**config.mk**
```make
export PLATFORM = sky130hd
export DESIGN_NAME = return_ctrl
export DESIGN_NICKNAME = d
export VERILOG_FILES = /design/src/hw/ret_stack_mem_fix_note.sv /design/src/shared/ret_ctrl_pkg.sv /design/src/hw/ret_stack_mem.sv /design/src/hw/return_ctrl.sv
export SDC_FILE = /design/constraint.sdc
export NUM_CORES = 1
export LEC_CHECK = 0
export BUFFER_PORTS_ARGS = -buffer_cell sky130_fd_sc_hd__buf_2
export CORE_ASPECT_RATIO = 1.2
export CORE_MARGIN = 8
export CORE_UTILIZATION = 63
export CTS_CLUSTER_DIAMETER = 60
export DETAILED_ROUTE_END_ITERATION = 8
export PLACE_DENSITY = 0.89
export SLEW_MARGIN = 20
export SYNTH_ARGS = -nofsm -noshare
export SYNTH_HDL_FRONTEND = slang
export SYNTH_SLANG_ARGS = --single-unit
```
**constraint.sdc**
```tcl
create_clock -name CLK_SYS -period 5.8 [get_ports CLK_SYS]
set_input_delay 0 -clock CLK_SYS [delete_from_list [all_inputs] [get_ports CLK_SYS]]
set_output_delay 0 -clock CLK_SYS [all_outputs]
set_load 0.1 [all_outputs]
```
**src/hw/ret_stack_mem_fix_note.sv**
```systemverilog
`timescale 1ns/1ps
`default_nettype none
`default_nettype wire

```
**src/shared/ret_ctrl_pkg.sv**
```systemverilog
`default_nettype none
package ret_ctrl_pkg;
   // ------------------------------------------------------------
   // Widths
   // ------------------------------------------------------------
   localparam int unsigned IW      = 14;
   localparam int unsigned PCW     = 13;
   localparam int unsigned DW      = 8;
   localparam int unsigned SPW     = 3;
   localparam int unsigned DEPTH   = 8;
   localparam int unsigned GIE_BIT = 7;

   // ------------------------------------------------------------
   // Opcode patterns as mask and match
   // ------------------------------------------------------------
   localparam logic [IW-1:0] NOP_MASK = 14'h3F9F;
   localparam logic [IW-1:0] NOP_VAL  = 14'h0000;
   localparam logic [IW-1:0] FULL_MASK = 14'h3FFF;
   localparam logic [IW-1:0] RETI_VAL = 14'h0009;
   localparam logic [IW-1:0] RET_VAL  = 14'h0008;
   localparam logic [IW-1:0] OPT_VAL  = 14'h0062;
   localparam logic [IW-1:0] LIT_MASK = 14'h3C00;
   localparam logic [IW-1:0] LIT_VAL  = 14'h3400;

   // ------------------------------------------------------------
   // Reset values and counts
   // ------------------------------------------------------------
   localparam logic [SPW-1:0] SP_RST      = 3'h0;
   localparam logic [PCW-1:0] PC_RST      = 13'h0000;
   localparam logic [DW-1:0]  DATA_RST    = 8'h00;
   localparam logic [IW-1:0]  IR_RST      = 14'h0000;
   localparam logic [DW-1:0]  GIE_MASK    = 8'h80;
   localparam int unsigned    PHASES      = 4;
   localparam logic [2:0]     IDLE_CNT_RST = 3'h0;

   // ------------------------------------------------------------
   // Types
   // ------------------------------------------------------------
   typedef enum logic [1:0]
   {
      PH_Q1 = 2'h0,
      PH_Q2 = 2'h1,
      PH_Q3 = 2'h3,
      PH_Q4 = 2'h2
   } phase_t;

   typedef enum logic
   {
      CYC_FIRST = 1'h0,
      CYC_IDLE  = 1'h1
   } cyc_t;

   typedef enum logic [2:0]
   {
      CL_OTHER = 3'h0,
      CL_NOP   = 3'h1,
      CL_RETI  = 3'h2,
      CL_RET   = 3'h3,
      CL_LIT   = 3'h4,
      CL_OPT   = 3'h5
   } cls_t;

   typedef struct packed
   {
      logic          we;
      logic [DW-1:0] data;
   } wr8_t;

   typedef struct packed
   {
      logic           load;
      logic [PCW-1:0] addr;
   } pc_wr_t;
endpackage
`default_nettype wire

```
**src/hw/ret_stack_mem.sv**
```systemverilog
`timescale 1ns/1ps
`default_nettype none
module ret_stack_mem
   import ret_ctrl_pkg::*;
(
   input  wire logic           clk,
   input  wire logic           rst,
   input  wire logic           ce,
   input  wire logic           wr_en,
   input  wire logic [SPW-1:0] wr_addr,
   input  wire logic [PCW-1:0] wr_data,
   input  wire logic [SPW-1:0] rd_addr,
   output logic      [PCW-1:0] rd_data
);
   logic [PCW-1:0] mem [DEPTH];

   // ------------------------------------------------------------
   // One write-enabled register per entry
   // ------------------------------------------------------------
   // Cleared on reset so a pop of an unused entry reads zero, not unknown
   genvar gi;
   generate
      for (gi = 0; gi < DEPTH; gi++)
      begin : g_entry
         always_ff @(posedge clk)
         begin
            if (rst)
               mem[gi] <= PC_RST;
            else if (ce && wr_en && (wr_addr == SPW'(gi)))
               mem[gi] <= wr_data;
         end
      end
   endgenerate

   // ------------------------------------------------------------
   // Registered read port
   // ------------------------------------------------------------
   always_ff @(posedge clk)
   begin
      if (rst)
         rd_data <= PC_RST;
      else if (ce)
         rd_data <= mem[rd_addr];
   end
endmodule
`default_nettype wire

```
**src/hw/return_ctrl.sv**
```systemverilog
`timescale 1ns/1ps
`default_nettype none
// Functional notes
// RULE1: Idle instruction matched with two don't-care bits; it writes nothing.
// RULE2: Idle instruction lasts one cycle: decode then three idle phases.
// RULE3: Interrupt return pops the stack and loads the head into the counter.
// RULE4: Interrupt return sets global_irq_enable, bit 7, in phase three of cycle one.
// RULE5: Interrupt return takes two cycles; pop in phase four, second cycle idle.
// RULE6: Option load copies the accumulator into the option register in one cycle.
// RULE7: Literal return writes the literal to the accumulator and reloads the counter.
// RULE8: Literal return takes two cycles; writes and pop in the first, then idle.
// RULE9: Subroutine return pops the stack into the counter, touching no flag.
// RULE10: Subroutine return takes two cycles; the second refills the pipeline.
// RULE11: The prefetched word is discarded during the second cycle of any return.
module return_ctrl
   import ret_ctrl_pkg::*;
(
   input  wire logic          CLK_SYS,
   input  wire logic          RST,
   input  wire logic          CE,
   input  wire logic          INSTR_VALID,
   input  wire logic [IW-1:0] INSTR,
   input  wire logic [DW-1:0] W_IN,
   input  wire pc_wr_t        PUSH,
   output logic               FETCH_TAKE,
   output logic               FLUSH_PREFETCH,
   output logic [1:0]         PHASE,
   output var wr8_t           W_WR,
   output var wr8_t           OPT_WR,
   output var pc_wr_t         PC_WR,
   output logic [DW-1:0]      IRQ_CTRL_SET,
   output logic [SPW-1:0]     STACK_PTR
);
   phase_t         phase_r;
   phase_t         phase_nxt;
   cyc_t           cyc_r;
   cls_t           cls_r;
   logic [IW-1:0]  ir_r;
   logic [SPW-1:0] sp_r;
   logic [SPW-1:0] head_addr;
   logic [PCW-1:0] head_data;
   logic           is_return;
   logic           two_cycle;
   logic           push_go;
   logic           pop_go;
   logic           w_we_r;
   logic [DW-1:0]  w_data_r;
   logic           opt_we_r;
   logic [DW-1:0]  opt_data_r;
   logic           pc_load_r;
   logic [PCW-1:0] pc_val_r;
   logic           gie_set_r;

   // ------------------------------------------------------------
   // Decode
   // ------------------------------------------------------------
   function automatic cls_t classify(input logic [IW-1:0] op);
      cls_t c;
      c = CL_OTHER;
      if ((op & NOP_MASK) == NOP_VAL)
         c = CL_NOP;
      else if ((op & FULL_MASK) == RETI_VAL)
         c = CL_RETI;
      else if ((op & FULL_MASK) == RET_VAL)
         c = CL_RET;
      else if ((op & FULL_MASK) == OPT_VAL)
         c = CL_OPT;
      else if ((op & LIT_MASK) == LIT_VAL)
         c = CL_LIT;
      return c;
   endfunction

   assign is_return = (cls_r == CL_RETI) || (cls_r == CL_RET) || (cls_r == CL_LIT);
   assign two_cycle = is_return && (cyc_r == CYC_FIRST);
   assign pop_go    = two_cycle && (phase_r == PH_Q4);
   // Pushes from call logic only land outside a pop so the pointer moves once
   assign push_go   = PUSH.load && !pop_go && (phase_r == PH_Q4);
   assign head_addr = sp_r - 3'h1;

   // ------------------------------------------------------------
   // Phase counter
   // ------------------------------------------------------------
   always_comb
   begin
      case (phase_r)
         PH_Q1:   phase_nxt = PH_Q2;
         PH_Q2:   phase_nxt = PH_Q3;
         PH_Q3:   phase_nxt = PH_Q4;
         PH_Q4:   phase_nxt = PH_Q1;
         default: phase_nxt = PH_Q1;
      endcase
   end

   always_ff @(posedge CLK_SYS)
   begin
      if (RST)
         phase_r <= PH_Q1;
      else if (CE)
         phase_r <= phase_nxt;
   end

   // ------------------------------------------------------------
   // Instruction latch at end of decode phase
   // ------------------------------------------------------------
   always_ff @(posedge CLK_SYS)
   begin
      if (RST)
      begin
         ir_r  <= IR_RST;
         cls_r <= CL_NOP;
      end
      else if (CE && FETCH_TAKE)
      begin
         // Missing word runs as the idle instruction
         ir_r  <= INSTR_VALID ? INSTR : IR_RST;
         cls_r <= INSTR_VALID ? classify(INSTR) : CL_NOP; // [RULE1]
      end
   end

   // ------------------------------------------------------------
   // Cycle sequencing
   // ------------------------------------------------------------
   always_ff @(posedge CLK_SYS)
   begin
      if (RST)
         cyc_r <= CYC_FIRST;
      else if (CE && (phase_r == PH_Q4))
      begin
         case (cyc_r)
            CYC_FIRST: cyc_r <= is_return ? CYC_IDLE : CYC_FIRST; // [RULE2] [RULE5] [RULE8] [RULE10]
            CYC_IDLE:  cyc_r <= CYC_FIRST;
            default:   cyc_r <= CYC_FIRST;
         endcase
      end
   end

   // Nothing is taken in the idle cycle, so the stale prefetch dies here
   assign FETCH_TAKE     = (phase_r == PH_Q1) && (cyc_r == CYC_FIRST); // [RULE11]
   assign FLUSH_PREFETCH = (cyc_r == CYC_IDLE); // [RULE11]

   // ------------------------------------------------------------
   // Stack pointer and memory
   // ------------------------------------------------------------
   always_ff @(posedge CLK_SYS)
   begin
      if (RST)
         sp_r <= SP_RST;
      else if (CE && pop_go)
         sp_r <= head_addr; // [RULE3] [RULE9]
      else if (CE && push_go)
         sp_r <= sp_r + 3'h1;
   end

   ret_stack_mem u_stack
   (
      .clk     (CLK_SYS),
      .rst     (RST),
      .ce      (CE),
      .wr_en   (CE && push_go),
      .wr_addr (sp_r),
      .wr_data (PUSH.addr),
      .rd_addr (head_addr),
      .rd_data (head_data)
   );

   // ------------------------------------------------------------
   // Counter reload, valid during phase four
   // ------------------------------------------------------------
   always_ff @(posedge CLK_SYS)
   begin
      if (RST)
      begin
         pc_load_r <= 1'b0;
         pc_val_r  <= PC_RST;
      end
      else if (CE)
      begin
         pc_load_r <= two_cycle && (phase_r == PH_Q3); // [RULE3] [RULE7] [RULE9]
         if (two_cycle && (phase_r == PH_Q3))
            pc_val_r <= head_data;
      end
   end

   // ------------------------------------------------------------
   // Interrupt enable set, valid during phase three
   // ------------------------------------------------------------
   always_ff @(posedge CLK_SYS)
   begin
      if (RST)
         gie_set_r <= 1'b0;
      else if (CE)
         gie_set_r <= (cls_r == CL_RETI) && (cyc_r == CYC_FIRST) && (phase_r == PH_Q2); // [RULE4]
   end

   // ------------------------------------------------------------
   // Accumulator and option writes, valid during phase four
   // ------------------------------------------------------------
   always_ff @(posedge CLK_SYS)
   begin
      if (RST)
      begin
         w_we_r   <= 1'b0;
         w_data_r <= DATA_RST;
      end
      else if (CE)
      begin
         w_we_r <= (cls_r == CL_LIT) && (cyc_r == CYC_FIRST) && (phase_r == PH_Q3); // [RULE7]
         if ((cls_r == CL_LIT) && (phase_r == PH_Q3))
            w_data_r <= ir_r[DW-1:0]; // [RULE7]
      end
   end

   always_ff @(posedge CLK_SYS)
   begin
      if (RST)
      begin
         opt_we_r   <= 1'b0;
         opt_data_r <= DATA_RST;
      end
      else if (CE)
      begin
         // Status flags have no path from here; only the option copy moves
         opt_we_r <= (cls_r == CL_OPT) && (phase_r == PH_Q3); // [RULE6]
         if ((cls_r == CL_OPT) && (phase_r == PH_Q3))
            opt_data_r <= W_IN; // [RULE6]
      end
   end

   // ------------------------------------------------------------
   // Outputs
   // ------------------------------------------------------------
   assign PHASE        = phase_r;
   assign W_WR         = '{we: w_we_r, data: w_data_r};
   assign OPT_WR       = '{we: opt_we_r, data: opt_data_r};
   assign PC_WR        = '{load: pc_load_r, addr: pc_val_r};
   assign IRQ_CTRL_SET = gie_set_r ? GIE_MASK : DATA_RST;
   assign STACK_PTR    = sp_r;

   // ------------------------------------------------------------
   // Checks
   // ------------------------------------------------------------
   logic [2:0] idle_cnt_r;

   always_ff @(posedge CLK_SYS)
   begin
      if (RST)
         idle_cnt_r <= IDLE_CNT_RST;
      else if (CE)
         idle_cnt_r <= (cyc_r == CYC_IDLE) ? idle_cnt_r + 3'h1 : IDLE_CNT_RST;
   end

   chk_nop_no_write: assert property ( // [RULE1]
      @(posedge CLK_SYS) disable iff (RST)
      (cls_r == CL_NOP) |-> !(w_we_r || opt_we_r || pc_load_r || gie_set_r))
      else $error("idle instruction caused a write");

   chk_nop_one_cycle: assert property ( // [RULE2]
      @(posedge CLK_SYS) disable iff (RST)
      (CE && cls_r == CL_NOP && cyc_r == CYC_FIRST && phase_r == PH_Q4)
      |=> (cyc_r == CYC_FIRST && phase_r == PH_Q1))
      else $error("idle instruction exceeded one cycle");

   chk_ret_head_load: assert property ( // [RULE3]
      @(posedge CLK_SYS) disable iff (RST)
      (CE && two_cycle && phase_r == PH_Q3)
      |=> (pc_load_r && pc_val_r == $past(head_data) && phase_r == PH_Q4))
      else $error("return did not load stack head");

   chk_gie_phase_three: assert property ( // [RULE4]
      @(posedge CLK_SYS) disable iff (RST)
      (IRQ_CTRL_SET != DATA_RST)
      |-> (IRQ_CTRL_SET == GIE_MASK && phase_r == PH_Q3 && cls_r == CL_RETI
           && cyc_r == CYC_FIRST))
      else $error("interrupt enable set out of place");

   chk_reti_two_cycle: assert property ( // [RULE5]
      @(posedge CLK_SYS) disable iff (RST)
      (CE && cls_r == CL_RETI && cyc_r == CYC_FIRST && phase_r == PH_Q4)
      |=> (cyc_r == CYC_IDLE && sp_r == $past(sp_r) - 3'h1))
      else $error("interrupt return missed its idle cycle or pop");

   chk_option_copy: assert property ( // [RULE6]
      @(posedge CLK_SYS) disable iff (RST)
      (CE && cls_r == CL_OPT && phase_r == PH_Q3)
      |=> (opt_we_r && opt_data_r == $past(W_IN) && !pc_load_r))
      else $error("option load did not copy accumulator");

   chk_literal_write: assert property ( // [RULE7]
      @(posedge CLK_SYS) disable iff (RST)
      (CE && cls_r == CL_LIT && cyc_r == CYC_FIRST && phase_r == PH_Q3)
      |=> (w_we_r && pc_load_r && w_data_r == $past(ir_r[DW-1:0])))
      else $error("literal return write wrong");

   chk_idle_quiet: assert property ( // [RULE8]
      @(posedge CLK_SYS) disable iff (RST)
      (cyc_r == CYC_IDLE) |-> !(w_we_r || opt_we_r || pc_load_r || gie_set_r))
      else $error("activity in idle cycle");

   chk_ret_no_flags: assert property ( // [RULE9]
      @(posedge CLK_SYS) disable iff (RST)
      (cls_r == CL_RET) |-> !(w_we_r || opt_we_r || gie_set_r))
      else $error("subroutine return wrote state");

   chk_idle_length: assert property ( // [RULE10]
      @(posedge CLK_SYS) disable iff (RST)
      idle_cnt_r <= 3'h4)
      else $error("idle cycle longer than four phases");

   chk_prefetch_drop: assert property ( // [RULE11]
      @(posedge CLK_SYS) disable iff (RST)
      FLUSH_PREFETCH |-> !FETCH_TAKE)
      else $error("word taken during flush");
endmodule
`default_nettype wire

```
# Yosys cells after proc, flatten, opt, wreduce, memory -nomap -nowiden
# Memories as Yosys holds them, arrays and structs flattened. A register that Yosys moved wholly into a read port is not among the register bits.
# Index checks and enable logic that the tools add are counted.
[word_totals] reg_bits=50 ram_bits=104 output_inout_bits=47 n_memories=1
[classes] addsub=2 n_eq_ne=18 n_mux=47 n_bitwise=9 n_reduce_logical=35
[mem_list] memory="u_stack.mem" depth=8 width=13 read_ports=1 rd_clocked_by_memory_dff=1 wr=8 line_no="ret_stack_mem.sv:15" source="logic [PCW-1:0] mem [DEPTH];"
[op_table] cell="two-way mux 13 bit" n=8
[op_table] cell="equality test 14 x 4 -> 1 bit, second input constant" n=2
[op_table] cell="two-way mux 1 bit" n=27
[op_table] cell="logical AND 1 bit" n=25
[op_table] cell="two-way mux 3 bit" n=8
[op_table] cell="equality test 3 bit, second input constant" n=6
[op_table] cell="two-way mux 8 bit" n=2
[op_table] cell="equality test 14 x 7 -> 1 bit, second input constant" n=1
[op_table] cell="logical NOT 14 bit" n=1
[op_table] cell="equality test 3 x 2 -> 1 bit, second input constant" n=4
[op_table] cell="bitwise OR 1 bit" n=8
[op_table] cell="case mux 2 bit (4 select lines)" n=1
[op_table] cell="AND reduction 2 bit" n=3
[op_table] cell="equality test 2 bit, second input constant" n=2
[op_table] cell="equality test 4 bit, second input constant" n=1
[op_table] cell="adder 3 x 1 -> 3 bit, second input constant" n=1
[op_table] cell="equality test 3 x 1 -> 1 bit, second input constant" n=1
[op_table] cell="logical NOT 3 bit" n=1
[op_table] cell="subtractor 3 x 1 -> 3 bit, second input constant" n=1
[op_table] cell="equality test 2 x 1 -> 1 bit, second input constant" n=1
[op_table] cell="logical NOT 2 bit" n=1
[op_table] cell="logical OR 1 bit" n=2
[op_table] cell="case mux 1 bit (2 select lines)" n=1
[op_table] cell="nonzero test 2 bit" n=1
[op_table] cell="other kinds (2)" n=2

# Logic depth before layout (Yosys ltp)
[logic_depth] depth_word=15 ltp_mapped=9 mapped_depth_nobuf=6

# Modules after synthesis
# From an unflattened synthesis, not the netlist that was laid out.
[unflattened] cells_unflattened=612 hier_area_um2=7499.7
[by_module_without_submodules] module="ret_stack_mem" n_inst=1 cells_per_inst=380 area_per_inst_um2=5328.9 seq_area_each_um2=3383.2
[by_module_without_submodules] module="return_ctrl" n_inst=1 cells_per_inst=232 area_per_inst_um2=2170.8 seq_area_each_um2=1001.0

# Least setup slack after synthesis
# Ideal clock, no wire load.
[synth_timing] path_type="register to register" from="register cyc_r (netlist: FLUSH_PREFETCH)" to="register cls_r[0]" setup_time_ns=0.134 arrival_time_ns=4.183 t_required_ns=5.666 setup_slack_ns=1.482 stages_incl_launch_ff=5 cell_sequence="dfxtp_1 nor3_1 nand2_1 a2111oi_2 a21oi_1"
[synth_between] elab_chain_len=3
[synth_rtl] element="start, declared" line_no="return_ctrl.sv:36" source="cyc_t cyc_r;"
[synth_rtl] element="start signal, assigned" line_no="return_ctrl.sv:130" source="CYC_FIRST: cyc_r <= is_return ? CYC_IDLE : CYC_FIRST;"
[synth_rtl] element="NOT 1 bit" line_no="return_ctrl.sv:138" source="assign FETCH_TAKE = (phase_r == PH_Q1) && (cyc_r == CYC_FIRST);"
[synth_rtl] element="logical AND 1 bit" line_no="return_ctrl.sv:138"
[synth_rtl] element="named net FETCH_TAKE" line_no="return_ctrl.sv:25" source="output logic FETCH_TAKE,"
[synth_rtl] element="logical AND 1 bit" line_no="return_ctrl.sv:112" source="else if (CE && FETCH_TAKE)"
[synth_rtl] element="end signal, assigned" line_no="return_ctrl.sv:116" source="cls_r <= INSTR_VALID ? classify(INSTR) : CL_NOP;"
[synth_rtl] element="end, declared" line_no="return_ctrl.sv:37" source="cls_t cls_r;"
# The timed path passes the listed nets, and every way through them passes these cells.
# A chain may end at the register's enable or synchronous reset.

==> impl_metrics.tcl <==
set metrics [dict create \
    core-area_um2 11500 \
    maxClockFrequency_ghz 0.330 \
    timing.critical_path.mode_cell "sky130_fd_sc_hd__ha_1" \
    gp_congestion 0.810 \
    initial_utilization 0.638 \
    largest_area_contributor_in_the_synthesized_netlist "sky130_fd_sc_hd__edfxtp_1" \
    detail_route.drc_violations 0 \
    pwr_density_cell_nw_per_um2 300 \
    path_depth_of_the_worst_reg2reg_path 3 \
    postCtsSetupBuffers 0 \
    pwr-share-clk 0.426 \
    crit_path_end_kind "flop" \
    holdCritPathClass "input port to flop" \
    synth_cell_types 50 \
    most_frequently_used_cell_type_in_the_post_synthesis_netlist "sky130_fd_sc_hd__edfxtp_1" \
    h-tree-depth 4 \
    post_drt_wl_per_cell_um 22.8 \
    whs_path_depth 5 \
    setup_repair_after_global_routing_missed_its_margin "false" \
    grt_pass1_vias 5238 \
    power.share.switching 0.244 \
    power.switching_uw 633 \
    synth.top_cells.by_area "sky130_fd_sc_hd__edfxtp_1, sky130_fd_sc_hd__dfxtp_1, sky130_fd_sc_hd__mux4_2, sky130_fd_sc_hd__and3_1, sky130_fd_sc_hd__mux2i_1" \
    cp-start-kind "flop" \
    ys_seq_area_frac 0.599 \
    pwr-share-seq 0.508 \
    hpwl_mm 11.1 \
    timing_hold_violations_final 0 \
    antenna_cells_inserted 0 \
    slew-limit-headroom 0.245 \
    vias_per_cell 6.37 \
    yosys-top-cells-count "sky130_fd_sc_hd__edfxtp_1, sky130_fd_sc_hd__and3_1, sky130_fd_sc_hd__dfxtp_1" \
    drt_pre_antenna_iters 5 \
    max_slew.worst_pin.slew_ns 1.13 \
    p_int_uw 1960 \
    clock-sinks 167 \
    cp-startpoint "STACK_PTR[0]$_SDFFE_PP0P_" \
    critical_path.reg2reg.startpoint "STACK_PTR[0]$_SDFFE_PP0P_" \
    worst_hold_startpoint "INSTR[9]" \
    fin_crit_ns 3.03 \
    cap_violations 0 \
    worst_clock_skew_ns 0.0119 \
    setup-tns-final_ns 0 \
    design.die.area_um2 15300 \
    critPathSlowestCell "sky130_fd_sc_hd__dfxtp_2" \
    die_w_um 114 \
    ant_nets 0 \
    grt_start_max_net_pins 81 \
    tritoncts "built" \
    post_synth_top_area_share 0.427 \
    synth_edf_count 104 \
    cp_cell_sequence "ha_1, ha_1, a21o_1" \
    grt_first_pass_wirelength_mm 28.7 \
    timing.rr.end "u_stack.mem[3][10]$_SDFFCE_PN0P_" \
    finish.net_count 705 \
    clk_pin_slew_ns 0.07 \
    drt-total-wl_mm 18.9 \
    clock-root-buffer "sky130_fd_sc_hd__clkbuf_16" \
    critical-path-max-stage-delay_ns 0.99 \
    cp_data_required_time_ns 5.86 \
    cts_buffer_depth 2 \
    r2r_slack_ns 2.77 \
    rows 43 \
    ir_worst_vdd_mv 0.254 \
    final_layout_size_suffix_gt1_frac 0.231 \
    setup-violations-final 0 \
    post_synth_inst_count 564 \
    critical_path.max_fanout 30 \
    buffer_ports.inserted 79 \
    timing.critical_path.arrival_ns 3.09 \
    setup.worst_path.class "flop to flop" \
    grt_antenna_before_repair 0 \
    chip_height_um 134 \
    postSynth.topFlopCell "sky130_fd_sc_hd__edfxtp_1" \
    globalRoute.totalOverflow 0 \
    dr_iter_0_viols 520 \
    netlist_area_um2 7320 \
    yosys_warnings 0 \
    ys_seq_elements 167 \
    worstHoldEndpoint "cls_r[0]$_SDFFE_PP1P_" \
    overall_track_demand_over_capacity_in_global_routing 0.249 \
    vias 5278 \
    number_of_placed_i_o_pins 87 \
    outcome "finished clean" \
    synthArstFlopShare 0 \
    fin_util 0.754 \
    power.static_leakage_uw 0.00372 \
    share_comb_of_total_power 0.065 \
    synth_area_per_cell_um2 13.0 \
    post-route-period-util 0.522 \
    slew_violations 0 \
    cts_buffers 17 \
    area.growth.synth_to_final_pct 18.1 \
    worst_skew_pair.late_latency_ns 0.43 \
]
## timing repair
item / in CTS / in global routing
endpoints found under the hold margin: 113 / 0
setup endpoints to repair: 0 / 0
resized for setup: 0 / 0
hold buffers: 38 / 0
## power groups by stage
| stage | combinational (uW) | sequential, uW | clock (uW) |
|---|---|---|---|
| 3_3_place_gp | 138 | 1340 | 0 |
| 6_report | 169 | 1320 | 1100 |
| 5_1_grt | 178 | 1320 | 1150 |
| 2_1_floorplan | 98.7 | 1340 | 0 |
| 4_1_cts | 165 | 1320 | 1110 |
| 3_5_place_dp | 145 | 1340 | 0 |
## area by class of cell
type | count | area (um^2)
flip-flops and latches | 167 | 4390
fillers | 603 | 2820
multi-input cells | 347 | 2660
repair buffers | 120 | 798
clock buffers | 17 | 425
well taps | 157 | 196
clock inverters | 15 | 156
inverters | 5 | 18.8
## state kept, by name, summed over array words and instances, names as in the netlist
signal,flops
pc_load_r,1
opt_we_r,1
cls_r,3
pc_val_r,13
u_stack.mem,104
gie_set_r,1
FLUSH_PREFETCH,1
STACK_PTR,3
ir_r,8
w_data_r,8
u_stack.rd_data,13
w_we_r,1
opt_data_r,8
PHASE,2
## worst max-delay path by stage
stage,end,cells after the start
global route,u_stack.rd_data[8]$_SDFFE_PP0P_,5
global placement,u_stack.rd_data[12]$_SDFFE_PP0P_,5
detailed placement,u_stack.rd_data[5]$_SDFFE_PP0P_,5
CTS,u_stack.rd_data[11]$_SDFFE_PP0P_,5
finish,u_stack.mem[3][10]$_SDFFCE_PN0P_,3
floorplan,cls_r[0]$_SDFFE_PP1P_,4
## per-layer routing
| metal | GRT usage | wire length, um |
|---|---|---|
| met3 | 0.0692 | 1790 |
| met1 | 0.272 | 6740 |
| met5 | 0 | 0 |
| met2 | 0.435 | 9890 |
| met4 | 0.119 | 489 |
## placed cells by master (no fill, tap or decap), drive strengths merged, types with 2 or more instances in the layout
cell type	instances
a21o	6
a21oi	16
a31o	3
and2	31
and3	81
and4b	2
buf	82
clkbuf	17
clkinv	3
clkinvlp	3
conb	7
dfxtp	63
dlygate4sd3	38
edfxtp	104
ha	7
inv	13
mux2i	31
mux4	26
nand2	18
nand3	9
nand4b	3
nor2	50
nor3	16
nor3b	2
nor4b	3
o21ai	3
o22ai	13
or2	2
## through the flow
step                total power [uW]  setup slack, ns  std cells  hold slack [ns]  cell area [um^2]
finish                          2590             2.77        828           0.0124              8640
global route                    2650             2.57        828           0.0428              8640
CTS                             2590             2.44        828         0.000637              8640
detailed placement              1490             2.54        758            0.243              7670
global placement                1480             2.75        758            0.234              7670
floorplan                       1440             1.48        570            0.144              7340
## kinds of logic after synthesis
group                      share of synthesized area
and+or+nand+nor                                0.179
DFF                                            0.599
muxes                                          0.122
buffers and inverters                         0.0416
AOI/OAI and AO/OA                             0.0428
adders and majority gates                     0.0120
xor gates and xnor gates                     0.00239
other                                       0.000513
## critical path: cells and delay by family (launching register included)
kind / cells / cell delay (ns)
AOI/OAI and AO/OA: 1 / 0.69
adders and majority gates: 2 / 0.98
DFF: 1 / 0.99
Power figures use the tool's default switching activity.
